==> src/include/pab_pkg.sv <==
package pab_pkg;

  // Bank shape
  localparam int NUM_PORTS = 5;
  localparam int DATA_W = 16;
  localparam int ADDR_W = 16;
  localparam int IDX_W = 3;

  // Port number sits in the top nibble of the address
  localparam logic [3:0] PORT_FIRST = 4'h1;
  localparam logic [3:0] PORT_LAST = 4'h5;

  // Register offsets inside one port window
  localparam logic [11:0] OFF_ID_HI = 12'h104;
  localparam logic [11:0] OFF_ID_LO = 12'h106;
  localparam logic [11:0] OFF_ADV = 12'h108;
  localparam logic [11:0] OFF_LPA = 12'h10A;
  localparam logic [11:0] OFF_EXP = 12'h10C;

  // Advertisement layout
  localparam logic [15:0] ADV_WR_MASK = 16'hADFF;
  localparam logic [15:0] ADV_RST_BASE = 16'h01E1;
  localparam logic [15:0] ADV_RO_MASK = 16'h5200;
  localparam int ADV_NP_BIT = 15;
  localparam int ADV_RF_BIT = 13;
  localparam int ADV_PAUSE_LSB = 10;
  localparam int ADV_PAUSE_MSB = 11;
  localparam logic [3:0] ADV_ABIL_RST = 4'hF;
  localparam int ADV_ABIL_LSB = 5;
  localparam int ADV_ABIL_MSB = 8;
  localparam logic [4:0] ADV_SEL_8023 = 5'h01;

  // Expansion status layout
  localparam int LPA_NP_BIT = 15;
  localparam int EXP_PDF_BIT = 4;
  localparam int EXP_LPNP_BIT = 3;
  localparam int EXP_NPA_BIT = 2;
  localparam int EXP_PRX_BIT = 1;
  localparam int EXP_LPAN_BIT = 0;
  localparam logic [15:0] EXP_RSVD_MASK = 16'hFFE0;

  // Register selected by an access
  typedef enum logic [2:0] {
    PAB_REG_NONE = 3'b000,
    PAB_REG_ID_HI = 3'b001,
    PAB_REG_ID_LO = 3'b010,
    PAB_REG_ADV = 3'b011,
    PAB_REG_LPA = 3'b100,
    PAB_REG_EXP = 3'b101
  } pab_reg_e;

endpackage

==> src/rtl/pab_reg_bank.sv <==
module pab_reg_bank #(
  parameter logic [15:0] ID_HI_VALUE = 16'hA5C3, // Arbitrary value
  parameter logic [15:0] ID_LO_VALUE = 16'h3C50 // Arbitrary value
) (
  input logic sys_clk,
  input logic srst,
  input logic pause_default_strap_pin,
  input logic reg_rd,
  input logic reg_wr,
  input logic [15:0] reg_addr,
  input logic [15:0] reg_wdata,
  output logic [15:0] reg_rdata_r,
  output logic reg_rvalid_r,
  input logic [4:0] lp_page_valid,
  input logic [4:0][15:0] lp_page_word,
  input logic [4:0] par_det_fault,
  input logic [4:0] lp_an_able,
  output logic [4:0][15:0] adv_word_r
);

  // All state of the bank
  typedef struct packed {
    logic [4:0][15:0] adv;
    logic [4:0][15:0] lpa;
    logic [4:0] pdf;
    logic [4:0] prx;
    logic [15:0] rdata;
    logic rvalid;
  } pab_state_s;

  pab_state_s s_r;
  pab_state_s s_nxt;
  pab_pkg::pab_reg_e sel;
  logic [2:0] idx;

  // Which register an address names; out-of-range ports map to none
  function automatic pab_pkg::pab_reg_e reg_decode(
    input logic [15:0] a
  );
    pab_pkg::pab_reg_e r;
    r = pab_pkg::PAB_REG_NONE;
    if (a[15:12] >= pab_pkg::PORT_FIRST &&
        a[15:12] <= pab_pkg::PORT_LAST) begin
      case (a[11:0])
        pab_pkg::OFF_ID_HI: r = pab_pkg::PAB_REG_ID_HI;
        pab_pkg::OFF_ID_LO: r = pab_pkg::PAB_REG_ID_LO;
        pab_pkg::OFF_ADV: r = pab_pkg::PAB_REG_ADV;
        pab_pkg::OFF_LPA: r = pab_pkg::PAB_REG_LPA;
        pab_pkg::OFF_EXP: r = pab_pkg::PAB_REG_EXP;
        default: r = pab_pkg::PAB_REG_NONE;
      endcase
    end
    return r;
  endfunction

  // Zero-based port index from the address nibble
  function automatic logic [2:0] port_index(input logic [15:0] a);
    logic [3:0] d;
    d = a[15:12] - pab_pkg::PORT_FIRST;
    return d[2:0];
  endfunction

  // Expansion status word of one port
  function automatic logic [15:0] exp_word(
    input logic pdf,
    input logic lp_np,
    input logic prx,
    input logic an_able
  );
    logic [15:0] w;
    w = 16'h0000;
    w[pab_pkg::EXP_PDF_BIT] = pdf;
    w[pab_pkg::EXP_LPNP_BIT] = lp_np;
    w[pab_pkg::EXP_NPA_BIT] = 1'b1;
    w[pab_pkg::EXP_PRX_BIT] = prx;
    w[pab_pkg::EXP_LPAN_BIT] = an_able;
    return w;
  endfunction

  assign sel = reg_decode(reg_addr);
  assign idx = port_index(reg_addr);

  // Next state: reset, partner capture, latched flags, host access
  always_comb begin
    s_nxt = s_r;
    s_nxt.rvalid = 1'b0;
    s_nxt.rdata = 16'h0000;
    if (srst) begin
      // Strap is read every reset cycle so the last one before release wins
      for (int p = 0; p < pab_pkg::NUM_PORTS; p++) begin
        s_nxt.adv[p] = pab_pkg::ADV_RST_BASE;
        s_nxt.adv[p][pab_pkg::ADV_PAUSE_MSB:pab_pkg::ADV_PAUSE_LSB] =
          {2{pause_default_strap_pin}};
        s_nxt.lpa[p] = 16'h0000;
      end
      s_nxt.pdf = 5'h00;
      s_nxt.prx = 5'h00;
    end else begin
      for (int p = 0; p < pab_pkg::NUM_PORTS; p++) begin
        // Whole received base page is kept, including ack and fault bits
        if (lp_page_valid[p]) begin
          s_nxt.lpa[p] = lp_page_word[p];
        end
        // Set beats the clear-on-read so no event is lost
        s_nxt.pdf[p] = par_det_fault[p] |
          (s_r.pdf[p] & ~(reg_rd && sel == pab_pkg::PAB_REG_EXP &&
           idx == 3'(p)));
        s_nxt.prx[p] = lp_page_valid[p] |
          (s_r.prx[p] & ~(reg_rd && sel == pab_pkg::PAB_REG_EXP &&
           idx == 3'(p)));
        // Read-only bits are masked so they can never be set by software
        if (reg_wr && sel == pab_pkg::PAB_REG_ADV && idx == 3'(p)) begin
          s_nxt.adv[p] = reg_wdata & pab_pkg::ADV_WR_MASK;
        end
      end
      // Read answer one cycle after the strobe; unmapped reads give zero
      if (reg_rd) begin
        s_nxt.rvalid = 1'b1;
        case (sel)
          pab_pkg::PAB_REG_ID_HI: s_nxt.rdata = ID_HI_VALUE;
          pab_pkg::PAB_REG_ID_LO: s_nxt.rdata = ID_LO_VALUE;
          pab_pkg::PAB_REG_ADV: s_nxt.rdata = s_r.adv[idx];
          pab_pkg::PAB_REG_LPA: s_nxt.rdata = s_r.lpa[idx];
          pab_pkg::PAB_REG_EXP: s_nxt.rdata = exp_word(s_r.pdf[idx],
            s_r.lpa[idx][pab_pkg::LPA_NP_BIT], s_r.prx[idx],
            lp_an_able[idx]);
          default: s_nxt.rdata = 16'h0000;
        endcase
      end
    end
  end

  // Single state register
  always_ff @(posedge sys_clk) begin
    s_r <= s_nxt;
  end

  // Outputs come straight from the state register
  assign reg_rdata_r = s_r.rdata;
  assign reg_rvalid_r = s_r.rvalid;
  assign adv_word_r = s_r.adv;

  // Per-port write, capture and latch checks
  for (genvar g = 0; g < pab_pkg::NUM_PORTS; g++) begin : g_chk
    logic exp_rd_g;
    assign exp_rd_g = reg_rd && sel == pab_pkg::PAB_REG_EXP &&
      idx == 3'(g);

  end
endmodule // pab_reg_bank

==> config.mk <==
export PLATFORM = sky130hd
export DESIGN_NAME = pab_reg_bank
export DESIGN_NICKNAME = d
export VERILOG_FILES = /design/src/include/pab_pkg.sv /design/src/rtl/pab_reg_bank.sv
export SDC_FILE = /design/constraint.sdc
export NUM_CORES = 1
export LEC_CHECK = 0
export BUFFER_PORTS_ARGS = -buffer_cell sky130_fd_sc_hd__buf_2
export CORE_MARGIN = 4
export CORE_UTILIZATION = 48
export DETAILED_ROUTE_END_ITERATION = 7
export GPL_TIMING_DRIVEN = 0
export PLACE_DENSITY = 0.76
export SYNTH_ARGS = -nofsm -noshare
export SYNTH_HDL_FRONTEND = slang
export SYNTH_SLANG_ARGS = --single-unit
==> constraint.sdc <==
create_clock -name sys_clk -period 3.5 [get_ports sys_clk]
set_input_delay 0.525 -clock sys_clk [delete_from_list [all_inputs] [get_ports sys_clk]]
set_output_delay 0.525 -clock sys_clk [all_outputs]
set_load 0.1 [all_outputs]
==> run metrics <==
status finished clean; worst path cell trace buf_2 > buf_4 > clkbuf_4 > clkinv_2 > ha_1 > clkbuf_1 > clkbuf_2 > mux4_2 > nand2_1 > nand2_1 > a221oi_1 > nor2_1; TritonCTS Buffers 17; post-synthesis sequential area ratio between 40% and 50%; final hold vios 0; WL/cell around 19 um; 1st-iter DRT viols between 700 and 800; Critical Path Fanout Max 11; MaxCap Viol Count 0; row count 48; clk_lat worst skew roughly 0.43 ns; Seq cells post-synth roughly 170; Max Freq a little under 300 MHz; VDD IR-drop max a little over 400 uV; Worst Path Class, Setup in2reg; pwr dens about 450 mW/mm2; met2 Use GR between 40% and 50%; TritonCTS clock tree yes; Post-CTS Hold Buffers 0; # port buffers about 200; largest area contributor in the netlist dfxtp_1; setup TNS after final layout 0 ns; vias in the first global route ~7,000; initial core utilization 49.2%; die area roughly 0.020 mm2; CP required between 3 and 4 ns; leakage power total approximately 0.0051 uW; vias about 7,400; CP Launch Type primary input; Die Y roughly 140 um; Top FF cell, synth dfxtp_1; number of synthesized flops with an enable pin 10; Final Cycle Share a little under 100%; H-tree depth 4; met1 usage 34.7%; CP top delay family buffers and inverters; Critical Path End Type flop; Max stage delay on crit path around 0.42 ns; Clock Path Buffers 2; core area roughly 0.017 mm2; initial antenna violation count 2; WP buf/inv 6; GPL Wtd Cong approximately 0.9; Slew Limit Fails 0; Final setup violation count 0; Yosys cell types 57; syn avg cell area just under 10 um2; critical path's slowest cell clkbuf_2; crit path time final around 3.4 ns; gr busiest metal met2; grt ovf 0; drt via density between 5 and 6; Clock Pin Slew Worst Setup and Hold Paths approximately 0.060 ns; largest net degree at the start of global routing 17; RSZ-0062 raised after global routing no; cell mode on critical path nand2_1; Sink Count 172; Slew HR 45.6%; DR pass1 iterations 5; met3 usage between 5 and 6%; post-DP HPWL 19,500 um; Nets around 1,300; synthesized cell area approximately 0.0086 mm2; clk root buf clkbuf_16; Synth top area share 37.9%; share of flip-flops with an asynchronous set or reset 0%; ranking of synthesized cells by area dfxtp_1 38%, mux2i_1 15%, buf_4 8.7%; Post-Route WL between 20,000 and 30,000 um; Area growth syn-to-layout 23.8%; Mapped Cells 885; die width about 140 um; setup ws final approximately 0.13 ns; actual slew at the worst max-slew pin a little over 0.8 ns; total global-route track usage 25.7%; Ports about 230; share of layout cells above drive strength 1 between 30% and 40%; pre-CTS setup slack -0.878 ns; first-pass GRT wire length 39,600 um; Worst Hold Class in2reg; clock skew roughly 0.0088 ns; DRC Markers 0; antenna-violating nets left 0; Final Total Pwr ~4700 uW; WP data arrival between 3 and 4 ns; synth warn 0
[kinds of logic after synthesis]
family,Yosys count,share of synthesized area [%]
simple gates,311,17.6
flops,172,41.4
mux,153,21.3
buf+inv,152,11.9
compound gates,88,6.56
fa+ha+maj,5,0.730
xor+xnor,3,0.526
other cells,1,0.0438
[cells in the final DEF (no fill, tap or decap), types with 5 or more instances in the layout]
cell and n:
buf_2 207, dfxtp_1 162, nor2_1 150, mux2i_1 125, buf_4 104, nand2_1 52, a21oi_1 42, clkbuf_1 34
nand3_1 32, nor3_1 27, mux4_2 23, clkbuf_16 17, conb_1 15, o21ai_0 12, edfxtp_1 10, and2_1 8
clkbuf_8 7, nand4_2 6, a221oi_1 6, or2b_1 5, a211o_1 5, mux2_2 5, o2bb2ai_1 5, ha_1 5
[worst register-to-register path: cells and delay by family, from the launching register on]
kind             cells  cell delay (ns)
multiplexers         1             0.52
AO/OA/AOI/OAI        1             0.37
flip-flops           1             0.31
AND/OR/NAND/NOR      3             0.29
[routing by layer]
layer / vias up / share of wire [%]
li1: 3453 / -
met5: - / 0
met3: 48 / 9.0
met1: 3470 / 42
met4: 0 / 2.5
met2: 380 / 47
[per-stage QoR]
step / hold slack [ns] / util (%) / instance area, um2 / cells
after floorplan: 0.446 / - / 8620 / 899
after global placement: 0.456 / 56.9 / 9920 / 1327
after detailed placement: 0.474 / 56.9 / 9920 / 1327
after CTS: 0.305 / 60.6 / 10600 / 1357
after global routing: 0.326 / 60.9 / 10600 / 1363
final: 0.319 / 60.9 / 10600 / 1365
[flip-flops by register name, indices dropped and copies added (netlist names)]
register and flops:
adv_word_r 65, reg_rdata_r 16, reg_rvalid_r 1, s_r 90
[repair_timing]
item / CTS / global route
resized for setup: 6 / 3
endpoints found under the setup margin: 101 / 41
cloned: 0 / 0
buffers inserted: 2 / 4
pin swaps: 1 / 1
[worst paths after layout]
check / startpoint / end / slack (ns) / depth (start not counted)
max: reg_addr[12] / reg_rdata_r[8] / 0.13 / 12
min: par_det_fault[3] / s_r[25] / 0.32 / 3
max reg2reg: s_r[35] / reg_rdata_r[8] / 1.88 / 5
min reg2reg: s_r[100] / reg_rdata_r[9] / 0.48 / 2
[Yosys cell counts, types with 6 or more instances]
| cell type | n |
|---|---|
| o21ai_0 | 12 |
| clkbuf_1 | 37 |
| nor2_1 | 150 |
| nand4_2 | 6 |
| mux2i_1 | 125 |
| and2_1 | 8 |
| a21oi_1 | 42 |
| edfxtp_1 | 10 |
| dfxtp_1 | 162 |
| nor3_1 | 27 |
| mux4_2 | 23 |
| nand3_1 | 32 |
| a221oi_1 | 6 |
| buf_4 | 99 |
| nand2_1 | 52 |
[report_power, final]
group	internal [uW]	switching, uW
clock network	1170	756
logic	252	469
registers	2050	38.3
total	3470	1260
[area by class of cell]
class | instances | area, um2
fillers | 1536 | 6810
clock inverters | 7 | 116
flip-flops and latches | 172 | 3540
multi-input cells | 575 | 4080
repair buffers | 209 | 1070
diodes | 4 | 10.0
plain buffers | 150 | 1020
clock buffers | 21 | 474
inverters | 2 | 8.76
well taps | 225 | 282
Power figures use the tool's default switching activity.
